`src/wdta_defs.vh`:
```
// Register map, field positions and timing constants of the watchdog block.
`ifndef WDTA_DEFS_VH
`define WDTA_DEFS_VH

// ----------------------------------------------------------------
// Register offsets
// ----------------------------------------------------------------
`define WDTA_ADDR_SPEED   8'h8E
`define WDTA_ADDR_EXIF    8'h91
`define WDTA_ADDR_KEY     8'hC7
`define WDTA_ADDR_WDCTL   8'hD8
`define WDTA_ADDR_XIE     8'hE8
`define WDTA_ADDR_EVSTAT  8'hF1
`define WDTA_ADDR_EVCLR   8'hF2
`define WDTA_ADDR_EVEN    8'hF3

// ----------------------------------------------------------------
// Field positions
// ----------------------------------------------------------------
`define WDTA_CK_SEL_HI    7
`define WDTA_CK_SEL_LO    6
`define WDTA_EXIF_BANDGAP 0
`define WDTA_WD_POR       6
`define WDTA_WD_IRQF      3
`define WDTA_WD_RSTF      2
`define WDTA_WD_EN        1
`define WDTA_WD_RESTART   0
`define WDTA_XIE_WDI      4
`define WDTA_XIE_W        5
`define WDTA_EV_EXPIRE    0
`define WDTA_EV_BITE      1
`define WDTA_EV_REFUSED   2
`define WDTA_EV_W         3

// ----------------------------------------------------------------
// Reset values, keys and timing
// ----------------------------------------------------------------
`define WDTA_SPEED_RST    8'h00
`define WDTA_XIE_RST      5'h00
`define WDTA_EV_RST       3'h0
`define WDTA_BYTE_ZERO    8'h00
`define WDTA_KEY_FIRST    8'hAA
`define WDTA_KEY_SECOND   8'h55
`define WDTA_WIN_CYC      2'h2
`define WDTA_WIN_LAST     2'h1
`define WDTA_GRACE_CYC    27'h0000200
`define WDTA_CNT_ZERO     27'h0000000
`define WDTA_CNT_ONE      27'h0000001

`endif

```
`src/wdta_counter.v`:
```
// Watchdog interval counter with expiry warning and reset bite.
`timescale 1ns/1ps
module wdta_counter #(
	parameter [26:0] LEN0 = 27'h0020000,
	parameter [26:0] LEN1 = 27'h0100000,
	parameter [26:0] LEN2 = 27'h0800000,
	parameter [26:0] LEN3 = 27'h4000000
) (
	input  wire       sys_clk,
	input  wire       rst_n,
	input  wire       run,
	input  wire       restart,
	input  wire [1:0] sel,
	output reg        expire,
	output reg        bite
);
`include "wdta_defs.vh"

	reg  [26:0] cnt_r;
	wire        hit_exp;
	wire        hit_bite;

	function [26:0] period_len;
		input [1:0] s;
		begin
			case (s)
			2'h0:    period_len = LEN0;
			2'h1:    period_len = LEN1;
			2'h2:    period_len = LEN2;
			default: period_len = LEN3;
			endcase
		end
	endfunction

	assign hit_exp  = (cnt_r == period_len(sel) - `WDTA_CNT_ONE); // RL2
	assign hit_bite = (cnt_r == period_len(sel) + `WDTA_GRACE_CYC - `WDTA_CNT_ONE); // RL4

	// The count advances on every crystal clock, not a machine-cycle rate.
	always @(posedge sys_clk or negedge rst_n) begin
		if (!rst_n) begin
			cnt_r  <= `WDTA_CNT_ZERO;
			expire <= 1'b0;
			bite   <= 1'b0;
		end else begin
			if (!run || restart || hit_bite)
				cnt_r <= `WDTA_CNT_ZERO; // RL8
			else
				cnt_r <= cnt_r + `WDTA_CNT_ONE; // RL3
			expire <= run && !restart && hit_exp; // RL5
			bite   <= run && !restart && hit_bite; // RL1
		end
	end
endmodule

```
`src/wdta_gate.v`:
```
// Timed-access unlock sequencer that opens a short window for guarded writes.
`timescale 1ns/1ps
module wdta_gate (
	input  wire       sys_clk,
	input  wire       rst_n,
	input  wire       key_wr,
	input  wire [7:0] key_data,
	input  wire       other_wr,
	input  wire       guarded_done,
	output wire       win_open
);
`include "wdta_defs.vh"

	localparam [2:0] S_IDLE  = 3'h1;
	localparam [2:0] S_ARMED = 3'h2;
	localparam [2:0] S_OPEN  = 3'h4;

	reg [2:0] state_r;
	reg [1:0] win_r;

	assign win_open = (state_r == S_OPEN);

	always @(posedge sys_clk or negedge rst_n) begin
		if (!rst_n) begin
			state_r <= S_IDLE;
			win_r   <= 2'h0;
		end else begin
			case (state_r)
			S_IDLE: begin
				if (key_wr && key_data == `WDTA_KEY_FIRST)
					state_r <= S_ARMED;
			end
			S_ARMED: begin
				if (key_wr && key_data == `WDTA_KEY_SECOND) begin
					state_r <= S_OPEN; // RL12
					win_r   <= `WDTA_WIN_CYC;
				end else if (key_wr && key_data == `WDTA_KEY_FIRST)
					state_r <= S_ARMED;
				else if (key_wr || other_wr)
					state_r <= S_IDLE; // RL16
			end
			S_OPEN: begin
				if (key_wr && key_data == `WDTA_KEY_FIRST)
					state_r <= S_ARMED;
				else if (key_wr || guarded_done || win_r == `WDTA_WIN_LAST)
					state_r <= S_IDLE; // RL16
				else
					win_r <= win_r - `WDTA_WIN_LAST;
			end
			default: state_r <= S_IDLE;
			endcase
		end
	end
endmodule

```
`src/wdta_top.v`:
```
// Watchdog with timed-access protection, register file and event interrupt.
//
// Contract
// RL1: An enabled watchdog resets the CPU unless restarted before the interval ends.
// RL2: The two-bit period select picks 2^17, 2^20, 2^23 or 2^26 clocks.
// RL3: The counter advances on every crystal clock, not on a divided rate.
// RL4: After expiry exactly 512 more clocks pass, then the CPU reset is given.
// RL5: The interrupt flag is set at expiry, 512 clocks ahead of the reset.
// RL6: A watchdog reset sets a reset-source flag for software to inspect.
// RL7: Setting the enable bit starts the watchdog, only through the unlock.
// RL8: Setting the restart bit restarts a full interval, only through the unlock.
// RL9: Software should restart the watchdog before changing the period select.
// RL10: The interrupt request is raised only while the interrupt enable bit is set.
// RL11: The interrupt request can wake the processor from idle as a time base.
// RL12: Writing AAh then 55h to the key register opens a two-cycle guarded window.
// RL13: A guarded write outside an open window is ignored.
// RL14: Band-gap select, power-on flag, enable, restart and interrupt flag are guarded.
// RL15: Software waking on the watchdog interrupt should restart it in its handler.
// RL16: The unlock returns to idle on window end, guarded write or a wrong second key; a second AAh re-arms it instead.
// RL17: The interrupt and reset flags stay set until software writes them to zero.
//
// Our own choice: the plain strobed port.
`timescale 1ns/1ps
module wdta_top #(
	parameter [26:0] PERIOD0_CYC = 27'h0020000,
	parameter [26:0] PERIOD1_CYC = 27'h0100000,
	parameter [26:0] PERIOD2_CYC = 27'h0800000,
	parameter [26:0] PERIOD3_CYC = 27'h4000000
) (
	input  wire       sys_clk,
	input  wire       rst_n,
	input  wire [7:0] reg_addr,
	input  wire [7:0] reg_wdata,
	input  wire       reg_wr,
	input  wire       reg_rd,
	output wire [7:0] reg_rdata,
	output wire       cpu_reset,
	output wire       wdog_timeout_irq,
	output wire       bandgap_in_stop,
	output wire [5:0] timer_speed_ctrl,
	output wire [3:0] ext_irq_enable,
	output wire       evt_irq
);
`include "wdta_defs.vh"

// ----------------------------------------------------------------
// State
// ----------------------------------------------------------------
	reg  [7:0] speed_ctl_r;
	reg        bandgap_r;
	reg        por_r;
	reg        irq_flag_r;
	reg        rst_flag_r;
	reg        wd_en_r;
	reg  [4:0] xie_r;
	reg  [2:0] ev_stat_r;
	reg  [2:0] ev_stat_nxt;
	reg  [2:0] ev_en_r;
	reg  [7:0] rdata_r;
	reg  [7:0] rdata_nxt;
	reg        cpu_reset_r;
	reg        restart_r;

	wire       win_open;
	wire       expire;
	wire       bite;

// ----------------------------------------------------------------
// Write decode
// ----------------------------------------------------------------
	wire wr_speed  = reg_wr && reg_addr == `WDTA_ADDR_SPEED;
	wire wr_exif   = reg_wr && reg_addr == `WDTA_ADDR_EXIF;
	wire wr_key    = reg_wr && reg_addr == `WDTA_ADDR_KEY;
	wire wr_wdctl  = reg_wr && reg_addr == `WDTA_ADDR_WDCTL;
	wire wr_xie    = reg_wr && reg_addr == `WDTA_ADDR_XIE;
	wire wr_evclr  = reg_wr && reg_addr == `WDTA_ADDR_EVCLR;
	wire wr_even   = reg_wr && reg_addr == `WDTA_ADDR_EVEN;

	// Only the register holders of guarded bits consume the window.
	wire wr_guard_reg = wr_wdctl || wr_exif; // RL14
	wire guarded_ok   = wr_guard_reg && win_open;
	wire guarded_bad  = wr_guard_reg && !win_open;

	// A write is counted as refused only when it tried to change a guarded bit.
	wire wdctl_change = reg_wdata[`WDTA_WD_POR]     != por_r      ||
	                    reg_wdata[`WDTA_WD_IRQF]    != irq_flag_r ||
	                    reg_wdata[`WDTA_WD_EN]      != wd_en_r    ||
	                    reg_wdata[`WDTA_WD_RESTART];
	wire exif_change  = reg_wdata[`WDTA_EXIF_BANDGAP] != bandgap_r;
	wire refused      = guarded_bad &&
	                    ((wr_wdctl && wdctl_change) || (wr_exif && exif_change)); // RL13

	wire other_wr = reg_wr && !wr_key;

// ----------------------------------------------------------------
// Timed-access unlock
// ----------------------------------------------------------------
	wdta_gate u_gate (
		.sys_clk      (sys_clk),
		.rst_n        (rst_n),
		.key_wr       (wr_key),
		.key_data     (reg_wdata),
		.other_wr     (other_wr),
		.guarded_done (guarded_ok),
		.win_open     (win_open)
	);

// ----------------------------------------------------------------
// Interval counter
// ----------------------------------------------------------------
	wdta_counter #(
		.LEN0 (PERIOD0_CYC),
		.LEN1 (PERIOD1_CYC),
		.LEN2 (PERIOD2_CYC),
		.LEN3 (PERIOD3_CYC)
	) u_counter (
		.sys_clk (sys_clk),
		.rst_n   (rst_n),
		.run     (wd_en_r),
		.restart (restart_r),
		.sel     (speed_ctl_r[`WDTA_CK_SEL_HI:`WDTA_CK_SEL_LO]),
		.expire  (expire),
		.bite    (bite)
	);

// ----------------------------------------------------------------
// Plain control registers
// ----------------------------------------------------------------
	// Changing the period select mid-count moves the target under a running
	// count, so software is expected to restart first; nothing stops it here.
	always @(posedge sys_clk or negedge rst_n) begin
		if (!rst_n) begin
			speed_ctl_r <= `WDTA_SPEED_RST;
			xie_r       <= `WDTA_XIE_RST;
			ev_en_r     <= `WDTA_EV_RST;
		end else begin
			if (wr_speed)
				speed_ctl_r <= reg_wdata;
			if (wr_xie)
				xie_r <= reg_wdata[`WDTA_XIE_W-1:0];
			if (wr_even)
				ev_en_r <= reg_wdata[`WDTA_EV_W-1:0];
		end
	end

// ----------------------------------------------------------------
// Guarded bits and watchdog flags
// ----------------------------------------------------------------
	always @(posedge sys_clk or negedge rst_n) begin
		if (!rst_n) begin
			bandgap_r <= 1'b0;
			por_r     <= 1'b1;
			wd_en_r   <= 1'b0;
			restart_r <= 1'b0;
		end else begin
			restart_r <= 1'b0;
			if (guarded_ok && wr_exif)
				bandgap_r <= reg_wdata[`WDTA_EXIF_BANDGAP]; // RL14
			if (guarded_ok && wr_wdctl) begin
				por_r     <= reg_wdata[`WDTA_WD_POR]; // RL14
				wd_en_r   <= reg_wdata[`WDTA_WD_EN]; // RL7
				restart_r <= reg_wdata[`WDTA_WD_RESTART]; // RL8
			end
		end
	end

	// Hardware sets win over a clearing write in the same cycle.
	always @(posedge sys_clk or negedge rst_n) begin
		if (!rst_n) begin
			irq_flag_r <= 1'b0;
			rst_flag_r <= 1'b0;
		end else begin
			if (expire)
				irq_flag_r <= 1'b1; // RL5
			else if (guarded_ok && wr_wdctl)
				irq_flag_r <= reg_wdata[`WDTA_WD_IRQF]; // RL17
			if (bite)
				rst_flag_r <= 1'b1; // RL6
			else if (wr_wdctl && !reg_wdata[`WDTA_WD_RSTF])
				rst_flag_r <= 1'b0; // RL17
		end
	end

// ----------------------------------------------------------------
// CPU reset and watchdog interrupt request
// ----------------------------------------------------------------
	// The reset is a single registered pulse; this block sits outside the
	// CPU reset domain so the reset-source flag survives it.
	always @(posedge sys_clk or negedge rst_n) begin
		if (!rst_n)
			cpu_reset_r <= 1'b0;
		else
			cpu_reset_r <= bite; // RL1
	end

	assign cpu_reset = cpu_reset_r;

	// A level request, so it also serves as the idle wake-up source.
	assign wdog_timeout_irq = irq_flag_r && xie_r[`WDTA_XIE_WDI]; // RL10 RL11

// ----------------------------------------------------------------
// Event status, clear and enable
// ----------------------------------------------------------------
	always @* begin
		ev_stat_nxt = ev_stat_r;
		if (wr_evclr)
			ev_stat_nxt = ev_stat_nxt & ~reg_wdata[`WDTA_EV_W-1:0];
		if (expire)
			ev_stat_nxt[`WDTA_EV_EXPIRE] = 1'b1;
		if (bite)
			ev_stat_nxt[`WDTA_EV_BITE] = 1'b1;
		if (refused)
			ev_stat_nxt[`WDTA_EV_REFUSED] = 1'b1;
	end

	always @(posedge sys_clk or negedge rst_n) begin
		if (!rst_n)
			ev_stat_r <= `WDTA_EV_RST;
		else
			ev_stat_r <= ev_stat_nxt;
	end

	assign evt_irq = |(ev_stat_r & ev_en_r);

// ----------------------------------------------------------------
// Read path
// ----------------------------------------------------------------
	always @* begin
		rdata_nxt = `WDTA_BYTE_ZERO;
		case (reg_addr)
		`WDTA_ADDR_SPEED:  rdata_nxt = speed_ctl_r;
		`WDTA_ADDR_EXIF:   rdata_nxt[`WDTA_EXIF_BANDGAP] = bandgap_r;
		`WDTA_ADDR_WDCTL: begin
			rdata_nxt[`WDTA_WD_POR]  = por_r;
			rdata_nxt[`WDTA_WD_IRQF] = irq_flag_r;
			rdata_nxt[`WDTA_WD_RSTF] = rst_flag_r;
			rdata_nxt[`WDTA_WD_EN]   = wd_en_r;
		end
		`WDTA_ADDR_XIE:    rdata_nxt[`WDTA_XIE_W-1:0] = xie_r;
		`WDTA_ADDR_EVSTAT: rdata_nxt[`WDTA_EV_W-1:0] = ev_stat_r;
		`WDTA_ADDR_EVEN:   rdata_nxt[`WDTA_EV_W-1:0] = ev_en_r;
		default:           rdata_nxt = `WDTA_BYTE_ZERO;
		endcase
	end

	always @(posedge sys_clk or negedge rst_n) begin
		if (!rst_n)
			rdata_r <= `WDTA_BYTE_ZERO;
		else if (reg_rd)
			rdata_r <= rdata_nxt;
		else
			rdata_r <= `WDTA_BYTE_ZERO;
	end

	assign reg_rdata = rdata_r;

// ----------------------------------------------------------------
// Outputs to neighbouring units
// ----------------------------------------------------------------
	assign bandgap_in_stop  = bandgap_r;
	assign timer_speed_ctrl = speed_ctl_r[`WDTA_CK_SEL_LO-1:0];
	assign ext_irq_enable   = xie_r[`WDTA_XIE_WDI-1:0];

endmodule
```
`config.mk`:
```
export PLATFORM = sky130hd
export DESIGN_NAME = wdta_top
export DESIGN_NICKNAME = d
export VERILOG_FILES = /design/src/wdta_counter.v /design/src/wdta_gate.v /design/src/wdta_top.v
export VERILOG_INCLUDE_DIRS = /design/src
export SDC_FILE = /design/constraint.sdc
export NUM_CORES = 1
export LEC_CHECK = 0
export ABC_AREA = 0
export BUFFER_PORTS_ARGS = -buffer_cell sky130_fd_sc_hd__buf_2
export CORE_MARGIN = 2
export CORE_UTILIZATION = 40
export DETAILED_ROUTE_END_ITERATION = 16
export PLACE_DENSITY = 0.59
export SYNTH_ARGS = -nofsm -noshare
export SYNTH_HDL_FRONTEND = slang
export SYNTH_SLANG_ARGS = --single-unit
export TNS_END_PERCENT = 1
```
`constraint.sdc`:
```
create_clock -name sys_clk -period 1.7 [get_ports sys_clk]
set_input_delay 0.17 -clock sys_clk [delete_from_list [all_inputs] [get_ports sys_clk]]
set_output_delay 0.17 -clock sys_clk [all_outputs]
set_load 0.05 [all_outputs]
```
After elaboration in Yosys (flattened, before gate mapping) --
Cells that the tools add are included.
Operators by class: $add $sub $neg 5, eq/ne operators 28, muxes and demuxes 30, bitwise operators 3, reductions and logical operators 47
Operators by type and width (count):
- case mux 27 bit (3 select lines) | 1
- equality test 8 bit, second input constant | 9
- equality test 27 bit | 2
- subtractor 27 x 1 -> 27 bit, second input constant | 2
- adder 27 x 1 -> 27 bit, second input constant | 1
- adder 27 x 10 -> 27 bit, second input constant | 1
- two-way mux 27 bit | 1
- logical AND 1 bit | 22
- two-way mux 3 bit | 7
- nonzero test 2 bit | 6
- logical OR 1 bit | 10
- two-way mux 1 bit | 10
- case mux 2 bit (5 select lines) | 1
- case mux 3 bit (3 select lines) | 1
- equality test 8 x 7 -> 1 bit, second input constant | 1
- two-way mux 8 bit | 1
- AND 3 bit | 2
- two-way mux 2 bit | 3
- logical NOT 1 bit | 5
- case mux 1 bit (5 select lines) | 1
- equality test 2 x 1 -> 1 bit, second input constant | 2
- inequality test 1 bit | 4
- inequality test 2 x 1 -> 1 bit, second input constant | 2
- inequality test 2 bit, second input constant | 2
- 15 further kinds | 16
Storage, ports and cells: flip-flop bits (word level) 68, input port bits 20, output and inout bits 22, word-level logic and storage cells 132

Logic depth before layout (Yosys ltp) --
depth after elaboration 9, gate-level depth with buffers 6, gate-level depth less buffers 5

Modules after synthesis --
A second synthesis with hierarchy kept.
Unflattened totals: cell total of the unflattened synthesis 367, area total of the unflattened synthesis 3788.6 µm²
Modules (own cells, without submodules):
- wdta_top | times used 1, cells each 154, area each 1739.2 µm², seq. area each 852.1 µm²
- wdta_counter | times used 1, cells each 179, area each 1712.9 µm², seq. area each 725.7 µm²
- wdta_gate | times used 1, cells each 34, area each 336.6 µm², seq. area each 126.4 µm²

Worst setup path after synthesis --
No wires, ideal clock.
path type register to register, from register u_counter.cnt_r[0], to register u_counter.cnt_r[2], setup time 0.136 ns, arrival 1.673 ns, data required time 1.564 ns, path slack -0.109 ns, stages on the path, launching flop included 7, path buffers 1, clock period less this slack 1.809 ns, cells stage by stage dfrtp_1 ha_1 nand3_1 or3_1 a2111oi_4 buf_6 nor3_1
Between the ends: longest elaborated chain between the ends 3, elaborated cells on any way between the ends 4, those cells by class add/sub: 1; eq/ne: 1; mux: 1; reduce/logical: 1
RTL lines:
- from (decl) | line wdta_counter.v:19 | reg [26:0] cnt_r;
- from (signal assigned) | line wdta_counter.v:41 | cnt_r <= `WDTA_CNT_ZERO;
- from (signal assigned) | line wdta_counter.v:46 | cnt_r <= `WDTA_CNT_ZERO;
- from (signal assigned) | line wdta_counter.v:48 | cnt_r <= cnt_r + `WDTA_CNT_ONE;
- parallel branches: the longest is 2 deep, another holds adder 27 x 1 -> 27 bit
- two-way mux 27 bit * | line wdta_counter.v:45 | if (!run || restart || hit_bite)
Mark *: on every way between the ends. A chain may end at the register's enable or synchronous reset.

Worst setup path in the final report --
from register u_counter.cnt_r[11], to register u_counter.bite
Between the ends: longest elaborated chain between the ends 2
RTL lines:
- equality test 27 bit (no line)
- logical AND 1 bit | line wdta_counter.v:50 | bite <= run && !restart && hit_bite;
- to (signal assigned) | line wdta_counter.v:50
- to (decl) | line wdta_counter.v:15 | output reg bite
Every way passes these cells.

==> results.json <==
{
  "placementRows": 35,
  "final_nets": 465,
  "setup_viol": 27,
  "die_w_um": 100,
  "grt_pass1_vias": 3050,
  "place_congestion": 0.841,
  "period_minus_slack_ns": 1.81,
  "ant_nets": 0,
  "ys_types": 58,
  "final_util_pct": 51.0,
  "rsz0062_at_grt": "true",
  "cp_slowest_cell": "a2111oi_4",
  "fin_worst_skew_ns": 0.0135,
  "status": "finished with violations",
  "violations": "negative setup slack",
  "io_pins": 42,
  "cts-root-buf": "clkbuf_8",
  "worstHoldStart": "reg_wdata[7]",
  "cts_sinks": 68,
  "core_um2": 9110,
  "powerDensity_nw_per_um2": 739,
  "viasPerCell": 5.59,
  "syn_nets": 374,
  "synth_ff_type": "dfrtp_1",
  "dieArea_um2": 10000,
  "yosysWarnings": 0,
  "clkTransAtPathRegs_ns": 0.08,
  "die_h_um": 100,
  "relSlewSlack_pct": 63.5,
  "crit_required_ns": 1.96,
  "startpoint": "u_counter.cnt_r[11]$_DFF_PN0_",
  "leakage_nw": 2.13,
  "yosysTopAreaCellShare_pct": 44.7,
  "cts_buffers": 9,
  "start_util_pct": 40.6,
  "synth_common_cells": "dfrtp_1, nand2_1, mux2_2",
  "synth_edf_count": 0,
  "worstMarginPinSlew_ns": 0.543,
  "power.total_mw": 3.43,
  "fin_ws_ns": -0.106,
  "max_stage_delay_ns": 0.41,
  "drt_first_pass_iters": 4,
  "grt_max_degree": 36,
  "critPathBufInv": 2,
  "drt_iter0_markers": 116,
  "htreeDepth": 3,
  "irDropWorstVdd_v": 0.000372,
  "grt_first_pass_wirelength_um": 15000,
  "diodes": 0,
  "track_usage_pct": 19.1,
  "fmax_mhz": 554,
  "crit_fanout": 13,
  "drcViolationCount": 0,
  "critPathKind": "reg2reg",
  "ys_seq_area_share_pct": 46.1,
  "dp_hpwl_um": 6760,
  "whs_ns": 0.122,
  "start_kind": "register",
  "hold_violations": 0,
  "cp_top_family": "simple AND/OR/NAND/NOR gates",
  "layout-drive-gt1-share_pct": 35.5,
  "wl_per_cell_um": 16.3,
  "wl_um": 9090,
  "netlist_instances": 352,
  "clockBufferDepth": 2,
  "cts_tree": "built",
  "ys_seq_elements": 68,
  "vias": 3124,
  "reg2reg_from": "u_counter.cnt_r[11]$_DFF_PN0_",
  "synth_most_common_cell": "dfrtp_1",
  "avgSynthCellArea_um2": 10.5,
  "cp_data_arrival_time_ns": 2.07,
  "syn_to_final_growth_pct": 25.6,
  "period_share_pct": 106,
  "finalMaxSlewViolations": 0,
  "cap_violations": 0,
  "hp-class": "in2reg",
  "antenna_found_initial": 0,
  "crit_chain": "nor4_2, buf_4, nand4_1, a2111oi_4, buf_6, nor2b_1",
  "io_buffers": 41,
  "async_flop_share_pct": 100,
  "yosys.area.top_type": "dfrtp_1",
  "fillerInstances": 863,
  "yosys-top-cells-area": "dfrtp_1, mux2_2, a211oi_1",
  "gr-total-overflow": 0,
  "syn_area_um2": 3700,
  "worstSkewPairLatency_ns": 0.34,
  "end_kind": "register"
}
==> area by class of cell <==
type | instances | area, um2 | share of cell area (%)
clock buffer | 10 | 138 | 2.96
timing repair buffer | 106 | 716 | 15.4
inverter | 7 | 26.3 | 0.566
multi-input combinational | 251 | 1840 | 39.5
sequential | 68 | 1700 | 36.7
clock inverter | 6 | 87.6 | 1.89
tap | 111 | 139 | 2.99
==> power by group <==
| group | total (mW) | leakage, nW | switching [mW] | internal (mW) |
|---|---|---|---|---|
| combinational | 0.268 | 1.09 | 0.166 | 0.102 |
| clock | 1.50 | 0.105 | 0.635 | 0.863 |
| sequential | 1.67 | 0.935 | 0.0220 | 1.65 |
| total | 3.43 | 2.13 | 0.822 | 2.61 |
==> flip-flops by register name, summed over array words and instances, names as in the netlist <==
name	flops
ev_stat_r	3
u_gate.state_r	3
speed_ctl_r	8
restart_r	1
u_counter.cnt_r	27
cpu_reset	1
bandgap_in_stop	1
irq_flag_r	1
por_r	1
rst_flag_r	1
u_counter.expire	1
xie_r	5
ev_en_r	3
u_counter.bite	1
wd_en_r	1
u_gate.win_r	2
reg_rdata	8
==> cells by family after synthesis <==
family	synth area share, %
compound gates	12.3
xor+xnor	4.03
fa+ha+maj	0.676
buf+inv	5.14
flops	46.1
mux	7.24
simple gates	24.5
==> layer usage <==
metal	vias up	routed length, um	GRT usage (%)
met5	-	0	0
met3	2	392	3.13
met2	69	4250	30.5
met1	1551	4410	27.5
li1	1502	-	-
met4	0	40	4.53
==> metrics by stage <==
step	worst slack (ns)	std cells	setup TNS (ns)	cell area [um2]
final	-0.106	559	-2.31	4650
after global routing	-0.231	559	-5.30	4650
after CTS	-0.0880	559	-1.74	4630
after detailed placement	-0.123	541	-1.78	4360
after global placement	-0.0682	541	-1.02	4360
after floorplan	-0.109	352	-2.23	3700
==> worst register-to-register path, cell delays in order, from the launching register on <==
cell and delay [ns]:
dfrtp_1 0.40, nor4_2 0.29, buf_4 0.15, nand4_1 0.13, a2111oi_4 0.41, buf_6 0.21, nor2b_1 0.14
==> cells in the final DEF (no fill, tap or decap), drive strengths merged, types with 3 or more instances in the layout <==
master and count:
a2111oi 3, a211oi 13, a21o 4, a22o 3, a22oi 6, and2 6, and3 11, and4 6
buf 105, clkbuf 10, clkinvlp 3, dfrtp 66, inv 7, mux2 22, nand2 24, nand3 15
nand4 12, nor2 9, nor2b 8, nor3 16, nor3b 6, nor4 7, nor4b 4, nor4bb 4
o21ai 8, o31ai 7, or3 9, or4 5, xnor2 11, xor2 6
==> path summary, 6_finish.rpt <==
path | endpoint | slack, ns | depth (start not counted)
hold / removal | speed_ctl_r[7]$_DFFE_PN0P_ | 0.12 | 2
setup / recovery | u_counter.bite$_DFF_PN0_ | -0.11 | 6
setup reg to reg | u_counter.bite$_DFF_PN0_ | -0.11 | 6
max in group asynchronous | u_gate.state_r[0]$_DFFE_PN1P_ | 0.75 | 3
min in group asynchronous | speed_ctl_r[3]$_DFFE_PN0P_ | 0.31 | 2
hold reg to reg | cpu_reset$_DFF_PN0_ | 0.46 | 0
==> timing repair <==
action | in CTS | in global routing
endpoints found under the setup margin | 27 | 29
gates resized for setup | 9 | 4
pin swaps | 1 | 1
buffers inserted | 1 | 0
endpoints found under the hold margin | 17 | 0
hold buffers | 1 | 0
No activity file was read; power rests on OpenSTA's default activity.
